[src/embcc_pkg.sv]
// Constants and carriers shared by the external memory bus cycle controller
package embcc_pkg;
  // Bus state length in clocks, so that the read strobe duty can be resolved
  localparam int STATE_TICKS = 20;
  localparam logic [4:0] TICK_LAST = 5'(STATE_TICKS - 1);
  localparam int DUTY35_PCT = 35;
  localparam int DUTY50_PCT = 50;
  localparam logic [4:0] DUTY35_TICKS = 5'(STATE_TICKS * DUTY35_PCT / 100);
  localparam logic [4:0] DUTY50_TICKS = 5'(STATE_TICKS * DUTY50_PCT / 100);

  // Register word indexes; byte address is four times the index
  localparam logic [2:0] REG_BUS_CTRL = 3'h0;
  localparam logic [2:0] REG_WAIT_FIRST = 3'h1;
  localparam logic [2:0] REG_WAIT_SECOND = 3'h2;
  localparam logic [2:0] REG_WAIT_THIRD = 3'h3;
  localparam logic [2:0] REG_DRAM_CTRL = 3'h4;
  localparam logic [2:0] REG_STATUS = 3'h5;

  // Field positions
  localparam int BUSCTL_DRAM_EN = 15;
  localparam int BUSCTL_MUX_IO = 14;
  localparam int BUSCTL_RD_DUTY = 13;
  localparam int BUSCTL_BYTE_SEL = 12;
  localparam int WAIT_READ_LSB = 8;
  localparam int WAIT3_LOW_LSB = 0;
  localparam int WAIT3_SIX_LSB = 2;
  localparam int DRAMCTL_MUX_EN = 0;
  localparam int DRAMCTL_SHIFT_LSB = 1;

  // Values after reset
  localparam logic [15:0] RST_BUS_CTRL = 16'h0000;
  localparam logic [15:0] RST_WAIT_FIRST = 16'hffff;
  localparam logic [15:0] RST_WAIT_SECOND = 16'hffff;
  localparam logic [15:0] RST_WAIT_THIRD = 16'h000f;
  localparam logic [15:0] RST_DRAM_CTRL = 16'h0000;

  // Encodings
  localparam logic [2:0] MODE_EXT8 = 3'h0;
  localparam logic [2:0] MODE_EXT16 = 3'h1;
  localparam logic [1:0] KIND_CPU = 2'h0;
  localparam logic [1:0] KIND_DMA_DUAL = 2'h1;
  localparam logic [1:0] KIND_DMA_SINGLE = 2'h2;
  localparam logic [1:0] SHIFT8 = 2'h0;
  localparam logic [1:0] SHIFT9 = 2'h1;
  localparam logic [1:0] SHIFT10 = 2'h2;

  typedef enum logic [2:0] {
    ST_IDLE = 3'b001,
    ST_RUN = 3'b010,
    ST_DONE = 3'b100
  } embcc_state_t;

  typedef struct packed {
    logic [27:0] addr;
    logic write;
    logic [1:0] be;
    logic [1:0] kind;
  } embcc_req_t;

  typedef struct packed {
    logic [7:0] cs_n;
    logic rd_n;
    logic hi_store_n;
    logic lo_store_n;
    logic a0_upper;
    logic [21:0] addr;
  } embcc_pins_t;

  localparam embcc_pins_t PINS_IDLE = '{cs_n: 8'hff, rd_n: 1'b1, hi_store_n: 1'b1,
                                         lo_store_n: 1'b1, a0_upper: 1'b1, addr: 22'h000000};
endpackage

[src/embcc_ctrl.sv]
// Bus-state logic for SRAM-style external areas with register slave
`timescale 1ns/10ps
// Notes on behaviour
// - SRAM space: area0 modes 000/001, area1 no DRAM, 2-4, 5 high, 6 high or no mux I/O, 7 low
// - A basic external cycle lasts one or two states, chosen by wait bits
// - Read strobe high 35% of first state with duty bit set, else 50%
// - First wait register governs CPU and dual reads; second governs single-mode
// - Short areas with clear wait bit finish in one state, pin ignored
// - Short areas with wait bit set take two states plus pin waits
// - Pin sampled at edge before second state; low inserts waits, high ends
// - Long areas with clear wait bit: one state plus 1 to 4 long waits
// - Long areas with wait bit: pin sampled before last long wait, adds waits
// - CPU and dual writes in short areas always sample pin, two states minimum
// - CPU and dual writes in long areas: one plus long waits plus pin waits
// - 16-bit space: clear select gives hi/lo store and A0; set gives selects
// - Both byte schemes work for multiplexed I/O and external memory
// - 8-bit space: A0 stays address, lo store pin is strobe, hi unused
// - DRAM enable turns area 1 into DRAM space, no SRAM-style strobes
// - Address mux enable time-shares row and column on address pins
// - Shift 00 drives bits 23-8 on pins 15-0 as row; column unshifted
// - Long-wait count comes from two fields, areas 0/2 and area 6
module embcc_ctrl (
  input wire logic clock,
  input wire logic sys_rst,
  input wire logic clk_en,
  input wire logic [2:0] avs_address,
  input wire logic avs_read,
  input wire logic avs_write,
  input wire logic [31:0] avs_writedata,
  input wire logic [3:0] avs_byteenable,
  output logic [31:0] avs_readdata,
  output logic avs_waitrequest,
  input wire logic req_valid,
  input wire embcc_pkg::embcc_req_t req,
  output logic req_ack,
  output logic req_err,
  input wire logic [2:0] mode_select_pins,
  input wire logic wait_n_pin,
  output embcc_pkg::embcc_pins_t pins
);
  import embcc_pkg::*;

  embcc_state_t state_ff;
  logic [15:0] bus_control_reg_ff, wait_control_first_ff, wait_control_second_ff;
  logic [15:0] wait_control_third_ff, dram_ctrl_reg_ff;
  logic [31:0] readdata_ff;
  logic waitreq_ff;
  logic ack_ff, err_ff;
  embcc_pins_t pins_ff, nxt_pins;
  logic [4:0] tick_ff;
  logic [2:0] left_ff, nxt_left, lw_cnt;
  logic first_ff;
  logic [2:0] area_ff;
  logic [23:0] addr_ff;
  logic wr_ff, bus16_ff, dram_ff, pin_en_ff, nxt_pin_en, gov_bit;
  logic [1:0] be_ff;
  logic [3:0] sync_w;
  logic wait_s;
  logic [2:0] mode_s;
  logic [2:0] area_dec;
  logic space_ok, dram_hit, start, end_state, fin, hold_wait;
  logic [21:0] mux_addr;
  logic [3:0] st_cnt_ff, waits_ff;
  logic [2:0] total_ff;

  // Decoders for the start logic and the assertions, and the byte merge used by register writes
  function automatic logic is_sram_space(input logic [2:0] area, input logic a27,
                                         input logic [2:0] md, input logic dram,
                                         input logic mux_io);
    unique case (area)
      3'h0: return (md == MODE_EXT8) || (md == MODE_EXT16);
      3'h1: return !dram;
      3'h5: return a27;
      3'h6: return !mux_io || a27;
      3'h7: return !a27;
      default: return 1'b1;
    endcase
  endfunction

  function automatic logic is_bus16(input logic [2:0] area, input logic a27,
                                    input logic a14, input logic [2:0] md);
    unique case (area)
      3'h0: return md == MODE_EXT16;
      3'h5: return 1'b1;
      3'h6: return a27 || a14;
      3'h7: return 1'b0;
      default: return a27;
    endcase
  endfunction

  function automatic logic is_long_area(input logic [2:0] area);
    return (area == 3'h0) || (area == 3'h2) || (area == 3'h6);
  endfunction

  function automatic logic [15:0] merge16(input logic [15:0] old, input logic [31:0] wd,
                                          input logic [3:0] be);
    return {be[1] ? wd[15:8] : old[15:8], be[0] ? wd[7:0] : old[7:0]};
  endfunction

  // Wait and mode pins arrive from outside the clock domain
  embcc_sync2 #(.W(4)) embcc_sync2_inst (
    .clock(clock),
    .sys_rst(sys_rst),
    .clk_en(clk_en),
    .async_in({wait_n_pin, mode_select_pins}),
    .sync_out(sync_w)
  );
  assign wait_s = sync_w[3];
  assign mode_s = sync_w[2:0];

  embcc_addr_mux embcc_addr_mux_inst (
    .addr(addr_ff),
    .mux_en(dram_ff && dram_ctrl_reg_ff[DRAMCTL_MUX_EN]),
    .shift(dram_ctrl_reg_ff[DRAMCTL_SHIFT_LSB +: 2]),
    .row_phase(first_ff),
    .pin_addr(mux_addr)
  );

  // Cycle set-up decode
  always_comb begin
    area_dec = req.addr[26:24];
    dram_hit = (area_dec == 3'h1) && bus_control_reg_ff[BUSCTL_DRAM_EN];
    // external space decode; multiplexed I/O in area 6 is run as well
    space_ok = dram_hit || (area_dec == 3'h6) ||
               is_sram_space(area_dec, req.addr[27], mode_s,
                             bus_control_reg_ff[BUSCTL_DRAM_EN],
                             bus_control_reg_ff[BUSCTL_MUX_IO]);
    lw_cnt = (area_dec == 3'h6) ? {1'b0, wait_control_third_ff[WAIT3_SIX_LSB +: 2]}
                                : {1'b0, wait_control_third_ff[WAIT3_LOW_LSB +: 2]};
    lw_cnt = lw_cnt + 3'h1;
    gov_bit = (req.kind == KIND_DMA_SINGLE) ? wait_control_second_ff[WAIT_READ_LSB + area_dec]
                                            : wait_control_first_ff[WAIT_READ_LSB + area_dec];
    nxt_pin_en = (req.write && (req.kind != KIND_DMA_SINGLE)) ? 1'b1 : gov_bit;
    if (dram_hit) begin
      nxt_pin_en = 1'b0;
      nxt_left = dram_ctrl_reg_ff[DRAMCTL_MUX_EN] ? 3'h2 : 3'h1;
    end else if (is_long_area(area_dec)) begin
      nxt_left = lw_cnt + 3'h1;
    end else begin
      nxt_left = nxt_pin_en ? 3'h2 : 3'h1;
    end
  end

  assign start = (state_ff == ST_IDLE) && req_valid;
  assign end_state = (state_ff == ST_RUN) && (tick_ff == TICK_LAST);
  assign fin = end_state && (left_ff == 3'h1);
  // pin low at the sampling edge holds the cycle
  assign hold_wait = pin_en_ff && (left_ff == 3'h2) && !wait_s;

  // Cycle sequencer
  always_ff @(posedge clock) begin
    if (sys_rst) begin
      state_ff <= ST_IDLE;
    end else if (clk_en) begin
      unique case (state_ff)
        ST_IDLE: begin
          if (req_valid) begin
            state_ff <= space_ok ? ST_RUN : ST_DONE;
          end
        end
        ST_RUN: begin
          if (fin) begin
            state_ff <= ST_DONE;
          end
        end
        ST_DONE: state_ff <= ST_IDLE;
      endcase
    end
  end

  // State ticks and states left; a held wait state repeats the sampling state
  always_ff @(posedge clock) begin
    if (sys_rst) begin
      tick_ff <= 5'h00;
      left_ff <= 3'h0;
      first_ff <= 1'b0;
    end else if (clk_en) begin
      if (start && space_ok) begin
        tick_ff <= 5'h00;
        left_ff <= nxt_left;
        first_ff <= 1'b1;
      end else if (state_ff == ST_RUN) begin
        if (end_state) begin
          tick_ff <= 5'h00;
          first_ff <= 1'b0;
          if (!hold_wait) begin
            left_ff <= left_ff - 3'h1;
          end
        end else begin
          tick_ff <= tick_ff + 5'h01;
        end
      end
    end
  end

  // Latched cycle attributes
  always_ff @(posedge clock) begin
    if (sys_rst) begin
      area_ff <= 3'h0;
      addr_ff <= 24'h000000;
      wr_ff <= 1'b0;
      be_ff <= 2'h0;
      bus16_ff <= 1'b0;
      dram_ff <= 1'b0;
      pin_en_ff <= 1'b0;
    end else if (clk_en && start && space_ok) begin
      area_ff <= area_dec;
      addr_ff <= req.addr[23:0];
      wr_ff <= req.write;
      be_ff <= req.be;
      bus16_ff <= is_bus16(area_dec, req.addr[27], req.addr[14], mode_s);
      dram_ff <= dram_hit;
      pin_en_ff <= nxt_pin_en;
    end
  end

  // Handshake back to the CPU or DMA side
  always_ff @(posedge clock) begin
    if (sys_rst) begin
      ack_ff <= 1'b0;
      err_ff <= 1'b0;
    end else if (clk_en) begin
      ack_ff <= fin || (start && !space_ok);
      err_ff <= start && !space_ok;
    end
  end

  // Pin values; registered so every pin leaves a flop
  always_comb begin
    nxt_pins = PINS_IDLE;
    nxt_pins.addr = pins_ff.addr;
    if (state_ff == ST_RUN) begin
      nxt_pins.addr = mux_addr;
      if (!dram_ff) begin
        nxt_pins.cs_n[area_ff] = 1'b0;
        if (!wr_ff) begin
          nxt_pins.rd_n = first_ff && (tick_ff < (bus_control_reg_ff[BUSCTL_RD_DUTY] ?
                                                  DUTY35_TICKS : DUTY50_TICKS));
        end
        if (bus16_ff && bus_control_reg_ff[BUSCTL_BYTE_SEL]) begin
          nxt_pins.lo_store_n = !wr_ff;
          nxt_pins.hi_store_n = !be_ff[0];
          nxt_pins.a0_upper = !be_ff[1];
        end else if (bus16_ff) begin
          nxt_pins.hi_store_n = !(wr_ff && be_ff[1]);
          nxt_pins.lo_store_n = !(wr_ff && be_ff[0]);
          nxt_pins.a0_upper = addr_ff[0];
        end else begin
          nxt_pins.lo_store_n = !wr_ff;
          nxt_pins.a0_upper = addr_ff[0];
        end
      end
    end
  end

  always_ff @(posedge clock) begin
    if (sys_rst) begin
      pins_ff <= PINS_IDLE;
    end else if (clk_en) begin
      pins_ff <= nxt_pins;
    end
  end

  // Avalon slave: one wait cycle, write lands when waitrequest is seen low
  always_ff @(posedge clock) begin
    if (sys_rst) begin
      waitreq_ff <= 1'b1;
      readdata_ff <= 32'h00000000;
    end else if (clk_en) begin
      if (waitreq_ff && (avs_read || avs_write)) begin
        waitreq_ff <= 1'b0;
        unique case (avs_address)
          REG_BUS_CTRL: readdata_ff <= {16'h0000, bus_control_reg_ff};
          REG_WAIT_FIRST: readdata_ff <= {16'h0000, wait_control_first_ff};
          REG_WAIT_SECOND: readdata_ff <= {16'h0000, wait_control_second_ff};
          REG_WAIT_THIRD: readdata_ff <= {16'h0000, wait_control_third_ff};
          REG_DRAM_CTRL: readdata_ff <= {16'h0000, dram_ctrl_reg_ff};
          REG_STATUS: readdata_ff <= {28'h0000000, area_ff, state_ff == ST_RUN};
          default: readdata_ff <= 32'h00000000;
        endcase
      end else begin
        waitreq_ff <= 1'b1;
      end
    end
  end

  // Register writes; unmapped addresses are ignored
  always_ff @(posedge clock) begin
    if (sys_rst) begin
      bus_control_reg_ff <= RST_BUS_CTRL;
      wait_control_first_ff <= RST_WAIT_FIRST;
      wait_control_second_ff <= RST_WAIT_SECOND;
      wait_control_third_ff <= RST_WAIT_THIRD;
      dram_ctrl_reg_ff <= RST_DRAM_CTRL;
    end else if (clk_en && !waitreq_ff && avs_write) begin
      unique case (avs_address)
        REG_BUS_CTRL: bus_control_reg_ff <= merge16(bus_control_reg_ff, avs_writedata,
                                                     avs_byteenable);
        REG_WAIT_FIRST: wait_control_first_ff <= merge16(wait_control_first_ff, avs_writedata,
                                                         avs_byteenable);
        REG_WAIT_SECOND: wait_control_second_ff <= merge16(wait_control_second_ff,
                                                           avs_writedata, avs_byteenable);
        REG_WAIT_THIRD: wait_control_third_ff <= merge16(wait_control_third_ff, avs_writedata,
                                                         avs_byteenable);
        REG_DRAM_CTRL: dram_ctrl_reg_ff <= merge16(dram_ctrl_reg_ff, avs_writedata,
                                                   avs_byteenable);
        default: ;
      endcase
    end
  end

  assign avs_readdata = readdata_ff;
  assign avs_waitrequest = waitreq_ff;
  assign req_ack = ack_ff;
  assign req_err = err_ff;
  assign pins = pins_ff;

  // State and wait counts seen only by the checks below
  always_ff @(posedge clock) begin
    if (sys_rst) begin
      st_cnt_ff <= 4'h0;
      waits_ff <= 4'h0;
      total_ff <= 3'h0;
    end else if (clk_en) begin
      if (start) begin
        st_cnt_ff <= 4'h0;
        waits_ff <= 4'h0;
        total_ff <= nxt_left;
      end else if (end_state) begin
        st_cnt_ff <= st_cnt_ff + 4'h1;
        if (hold_wait) begin
          waits_ff <= waits_ff + 4'h1;
        end
      end
    end
  end
endmodule // embcc_ctrl

[src/embcc_sync2.sv]
// Two-flop synchroniser for pin inputs
`timescale 1ns/10ps
module embcc_sync2 #(
  parameter int W = 1
) (
  input wire logic clock,
  input wire logic sys_rst,
  input wire logic clk_en,
  input wire logic [W-1:0] async_in,
  output logic [W-1:0] sync_out
);
  logic [W-1:0] meta_ff;
  logic [W-1:0] sync_ff;

  // First flop feeds only the second one
  always_ff @(posedge clock) begin
    if (sys_rst) begin
      meta_ff <= '1;
      sync_ff <= '1;
    end else if (clk_en) begin
      meta_ff <= async_in;
      sync_ff <= meta_ff;
    end
  end

  assign sync_out = sync_ff;
endmodule // embcc_sync2

[src/embcc_addr_mux.sv]
// Row and column address multiplexer for the DRAM area
`timescale 1ns/10ps
module embcc_addr_mux (
  input wire logic [23:0] addr,
  input wire logic mux_en,
  input wire logic [1:0] shift,
  input wire logic row_phase,
  output logic [21:0] pin_addr
);
  import embcc_pkg::*;

  // Row bits above the shifted window are undefined; driven low here
  always_comb begin
    pin_addr = addr[21:0];
    if (mux_en && row_phase) begin
      unique case (shift)
        SHIFT9: pin_addr = {7'h00, addr[23:9]};
        SHIFT10: pin_addr = {8'h00, addr[23:10]};
        default: pin_addr = {6'h00, addr[23:8]};
      endcase
    end
  end
endmodule // embcc_addr_mux

[config.mk]
export PLATFORM = sky130hd
export DESIGN_NAME = embcc_ctrl
export DESIGN_NICKNAME = d
export VERILOG_FILES = /design/src/embcc_pkg.sv /design/src/embcc_ctrl.sv /design/src/embcc_sync2.sv /design/src/embcc_addr_mux.sv
export SDC_FILE = /design/constraint.sdc
export NUM_CORES = 1
export LEC_CHECK = 0
export ABC_CLOCK_PERIOD_IN_PS = 3700
export BUFFER_PORTS_ARGS = -buffer_cell sky130_fd_sc_hd__clkbuf_2
export CAP_MARGIN = 20
export CORE_ASPECT_RATIO = 1.1
export CORE_MARGIN = 4
export CORE_UTILIZATION = 55
export DETAILED_ROUTE_END_ITERATION = 6
export HOLD_SLACK_MARGIN = 0.08
export PLACE_DENSITY = 0.86
export SLEW_MARGIN = 20
export SYNTH_ARGS = -nofsm -noshare
export SYNTH_HDL_FRONTEND = slang
export SYNTH_SLANG_ARGS = --single-unit
export TNS_END_PERCENT = 10
[constraint.sdc]
create_clock -name clock -period 3.7 [get_ports clock]
set_clock_uncertainty 0.05 [all_clocks]
set_input_delay 0 -clock clock [delete_from_list [all_inputs] [get_ports clock]]
set_output_delay 0 -clock clock [all_outputs]
set_load 0.005 [all_outputs]
== After elaboration in Yosys (flattened, before gate mapping) ==
Cells that the tools add are included.
Operators by class
  add/subtract/negate cells: 5
  magnitude comparators: 4
  equality and inequality tests: 24
  multiplexer cells: 41
  bitwise logic cells: 1
  reduce and logical (&&, ||, !) cells: 62
Operators with widths (count)
  one-hot mux 16 bit (6 select lines): 1
  AND reduction 3 bit: 12
  two-way mux 34 bit: 1
  one-hot mux 16 bit (2 select lines): 1
  two-way mux 3 bit: 10
  two-way mux 22 bit: 1
  logical AND 1 bit: 21
  == test 3 bit (second input constant): 6
  == test 3 x 1 -> 1 bit (second input constant): 5
  == test 3 x 2 -> 1 bit (second input constant): 5
  two-way mux 5 bit: 3
  two-way mux 1 bit: 12
  two-way mux 12 bit: 1
  zero test 1 bit: 11
  zero test 3 bit: 3
  logical OR 1 bit: 9
  one-hot mux 3 bit (3 select lines): 1
  binary-select mux 1 bit (select 4 bit): 2
  two-way mux 2 bit: 4
  inverter 8 bit: 1
  inequality test 2 bit (second input constant): 3
  AND reduction 2 bit: 3
  adder 4 x 3 -> 5 bit (first input constant): 1
  adder 5 x 1 -> 5 bit (second input constant): 1
  17 further kinds: 19
Storage, ports and cells
  register bits after elaboration: 202
  input port bits: 82
  output and inout bits: 69
  word-level logic and storage cells: 170

== Depth between registers and ports, before layout ==
  depth after elaboration: 9
  depth in mapped cells: 7

== Modules after synthesis ==
A second synthesis with hierarchy kept.
Second synthesis, totals
  cells, all modules: 1003
  area, all modules: 8710.9 um^2
Modules (own cells, without submodules)
  embcc_ctrl: times used 1, cells each 894, area an instance 7778.7 um^2
  embcc_addr_mux: times used 1, cells each 83, area an instance 629.4 um^2
  embcc_sync2: times used 1, cells each 26, area an instance 302.8 um^2

== Worst setup path after synthesis ==
OpenSTA, ideal clock, no wires.
  path type: reg-to-reg
  start point: reg tick_ff[1]
  end point: reg left_ff[0]
  setup time: 0.117 ns
  arrival: 1.475 ns
  data required time: 3.533 ns
  path slack: 2.058 ns
  stages on the path, launching flop included: 7
  path buffers: 0
  cell sequence: dfxtp_1 > ha_1 > nand4bb_1 > nor3_1 > a21o_1 > o21ai_1 > a22o_1
Between the ends
  word-level cells in the longest chain between the ends: 4
Ends and longest elaborated chain
  from (decl): RTL line embcc_ctrl.sv:50  | logic [4:0] tick_ff;
  from (signal assigned): RTL line embcc_ctrl.sv:190  | tick_ff <= tick_ff + 5'h01;
  == test 5 bit: RTL line embcc_ctrl.sv:145  | assign end_state = (state_ff == ST_RUN) && (tick_ff == TICK_LAST);
  logical AND 1 bit: RTL line embcc_ctrl.sv:145
  nonzero test 2 bit (no line)
  AND reduction 4 bit (no line)
  to (signal assigned): RTL line embcc_ctrl.sv:180  | left_ff <= nxt_left;
  to (signal assigned): RTL line embcc_ctrl.sv:187  | left_ff <= left_ff - 3'h1;
  to (decl): RTL line embcc_ctrl.sv:51  | logic [2:0] left_ff, nxt_left, lw_cnt;
Every way passes these cells.
A chain may end at the register's enable or synchronous reset.

== Worst setup path in the final report ==
  start point: in req[30] in the netlist's numbering
  end point: reg addr_ff[16]
Between the ends
  word-level cells in the longest chain between the ends: 5
  elaborated cells between the ends (all ways): 10
  classes of those cells: 4 x eq/ne; 1 x mux; 5 x reduce/logical
Ends and longest elaborated chain
  from (decl): RTL line embcc_ctrl.sv:34  | input wire embcc_pkg::embcc_req_t req,
  branches (longest 3 deep; another with one-hot mux 1 bit (5 select lines))
  logical OR 1 bit (*): RTL line embcc_ctrl.sv:124  | space_ok = dram_hit || (area_dec == 3'h6) ||
  logical AND 1 bit (*): RTL line embcc_ctrl.sv:206  | end else if (clk_en && start && space_ok) begin
  to (signal assigned): RTL line embcc_ctrl.sv:208  | addr_ff <= req.addr[23:0];
  to (decl): RTL line embcc_ctrl.sv:54  | logic [23:0] addr_ff;
Every way passes the cells marked *.

==> flow_summary.json <==
{
  "grt_pass1_wl_mm": 37.5,
  "drtIter0Drc": 774,
  "cp.required_ns": 4.02,
  "power_density_nw_per_um2": 405,
  "synth_area_um2": 8530,
  "grt_pass1_vias": 7564,
  "cts_buffers": 17,
  "fin_util": 0.690,
  "critPathCaptureType": "register",
  "synthArstFlopShare": 0,
  "slew_headroom": 0.418,
  "synth_seq_area_share": 0.436,
  "crit_type": "in2reg",
  "yosys.area.top_type": "dfxtp_1",
  "finalWirelength_mm": 23.1,
  "peakVddDrop_mv": 0.344,
  "pre_cts_slack_ns": 1.41,
  "fmax_ghz": 0.367,
  "rows": 47,
  "cts_root_buffer": "clkbuf_16",
  "whs_ns": 0.108,
  "pin_count": 151,
  "timing.critical_path.mode_cell": "dlygate4sd3_1",
  "min_period_ns": 2.72,
  "synth_top_cells_by_count": "nand2_1, dfxtp_1, nor2_1, mux2i_1, a21oi_1",
  "p_leak_nw": 4.17,
  "clock_latency_ns": 0.43,
  "outcome": "complete, no violations",
  "route.detailed.drc": 0,
  "coreArea_um2": 15100,
  "tightest_slew_ns": 0.873,
  "worstPathCellList": "dlygate4sd3_1 -> clkbuf_2 -> or3_4 -> o221a_4 -> nand2_2 -> nand2_1 -> a21oi_1 -> dlygate4sd3_1",
  "synth-edff-count": 0,
  "hold_buffers": 82,
  "setup_tns_ns": 0,
  "dr_total_vias": 7752,
  "critPathMaxStageDelay_ns": 0.59,
  "finalHoldViolCount": 0,
  "reg2reg_slack_ns": 1.07,
  "yosysUniqueCellTypes": 63,
  "dieHeight_um": 139,
  "synth_top_area_share": 0.436,
  "cts_buffer_depth": 2,
  "fin_crit_sh": 0.736,
  "cts_resized": 0,
  "crit_path_start_kind": "input pin",
  "cts.sinks": 186,
  "numPortBuffers": 116,
  "clkTransAtPathRegs_ns": 0.07,
  "dpl-instance-area_um2": 9070,
  "antenna_found_initial": 0,
  "gp_congestion": 0.839,
  "synthFlopType": "dfxtp_1",
  "synthToLayoutAreaGrowth_pct": 22.1,
  "drt-pass1-iter-count": 5,
  "post_synth.cell_area_avg_um2": 8.87,
  "final_layout_size_suffix_gt1_frac": 0.171,
  "post-cts-setup-buffers": 0,
  "maxCapViolations": 0,
  "cts_tree": "built",
  "antenna_cells": 0,
  "hold_path_class": "in2reg",
  "yosysMostFrequentCell": "nand2_1",
  "ys_warn_count": 0,
  "rsz0062_at_grt": "no",
  "htreeDepth": 4,
  "drv_slew": 0,
  "die_w_um": 127,
  "hpwl_mm": 14.6,
  "yosys-top-cells-area": "dfxtp_1, mux2i_1, nand2_1",
  "setup_slack_ns": 0.978,
  "ant_nets": 0,
  "slowest_stage": "dlygate4sd3_1",
  "grt_max_degree": 69,
  "cp.arrival_ns": 3.04,
  "start_util": 0.565,
  "die-area_um2": 17600,
  "nFillCells": 1088,
  "grt_overflow": 0,
  "routed_wire_length_per_instance_um": 17.4,
  "finalSetupViolations": 0,
  "ys_seq_elements": 186,
  "design_area_um2": 10400,
  "vias_per_cell": 5.83,
  "grtUsageTotal": 0.258,
  "cp_max_fo": 34,
  "final_nets": 1211,
  "syn_inst": 962
}
final timing paths:
| path | from | cells after the start | to |
|---|---|---|---|
| max | req[30] | 8 | addr_ff[16] |
| min | req[32] | 5 | bus16_ff |
| max reg2reg | state_ff[0] | 6 | addr_ff[16] |
| min reg2reg | pin_en_ff | 2 | pin_en_ff |
flip-flops by register name, summed over array words and instances (netlist names), 2 cells and up:
register and cells:
dram_ctrl_reg_ff 16, embcc_sync2_inst.sync_out 4, embcc_sync2_inst.meta_ff 4, wait_control_second_ff 16, left_ff 3, bus_control_reg_ff 16, wait_control_first_ff 16, wait_control_third_ff 16
be_ff 2, avs_readdata 16, addr_ff 24, pins 34, state_ff 3, area_ff 3, tick_ff 5
through the flow:
stage / instances / total power [mW]
global placement: 1216 / 2.50
global route: 1329 / 4.37
floorplan: 977 / 2.39
detailed placement: 1216 / 2.51
CTS: 1329 / 4.23
finish: 1329 / 4.23
layout by cell type (no fill, tap or decap), drive strengths merged, types with 6 or more instances in the layout:
cell type / count
a211oi: 11
a21oi: 52
a22oi: 34
a311oi: 17
buf: 7
clkbuf: 137
conb: 16
dfxtp: 186
dlygate4sd3: 82
ha: 8
inv: 16
mux2: 10
mux2i: 97
mux4: 12
nand2: 191
nand2b: 11
nand3: 9
nor2: 112
o21ai: 39
o221ai: 6
o22ai: 9
or3: 7
area by class of cell:
class                           instances  area (um2)  area share
Tap cell                              196         245      0.0235
Sequential cell                       186        3720       0.357
Clock buffer                           22         464      0.0445
Clock inverter                          9        65.1     0.00624
Timing Repair Buffer                  204        1450       0.139
Multi-Input combinational cell        699        4430       0.425
Inverter                               13        48.8     0.00468
cells by family after synthesis:
kind of cell               after synthesis  synth area share
DFF                                    186             0.436
other                                    1          0.000439
xor gates and xnor gates                 4           0.00499
and+or+nand+nor                        359             0.182
buffers and inverters                   92            0.0535
muxes                                  119             0.159
adders and majority gates                8            0.0117
AOI/OAI and AO/OA                      193             0.152
worst max-delay path: cells and delay by family:
family,cells,cell delay [ns]
simple gates,3,1.13
compound gates,2,0.48
buf+inv,3,1.42
report_power, final:
group          switching (mW)  internal, mW  total, mW
Clock                   0.789         0.897       1.69
Combinational           0.244         0.200      0.444
Sequential             0.0443          2.05       2.10
Total                    1.08          3.15       4.23
routing by layer:
metal / vias to the layer above / wire [um] / GRT usage
met5: - / 0 / 0
met4: 0 / 725 / 0.112
met3: 66 / 1540 / 0.0424
met2: 330 / 11700 / 0.446
met1: 3683 / 9180 / 0.317
li1: 3673 / - / -
No activity file was read; power rests on OpenSTA's default activity.
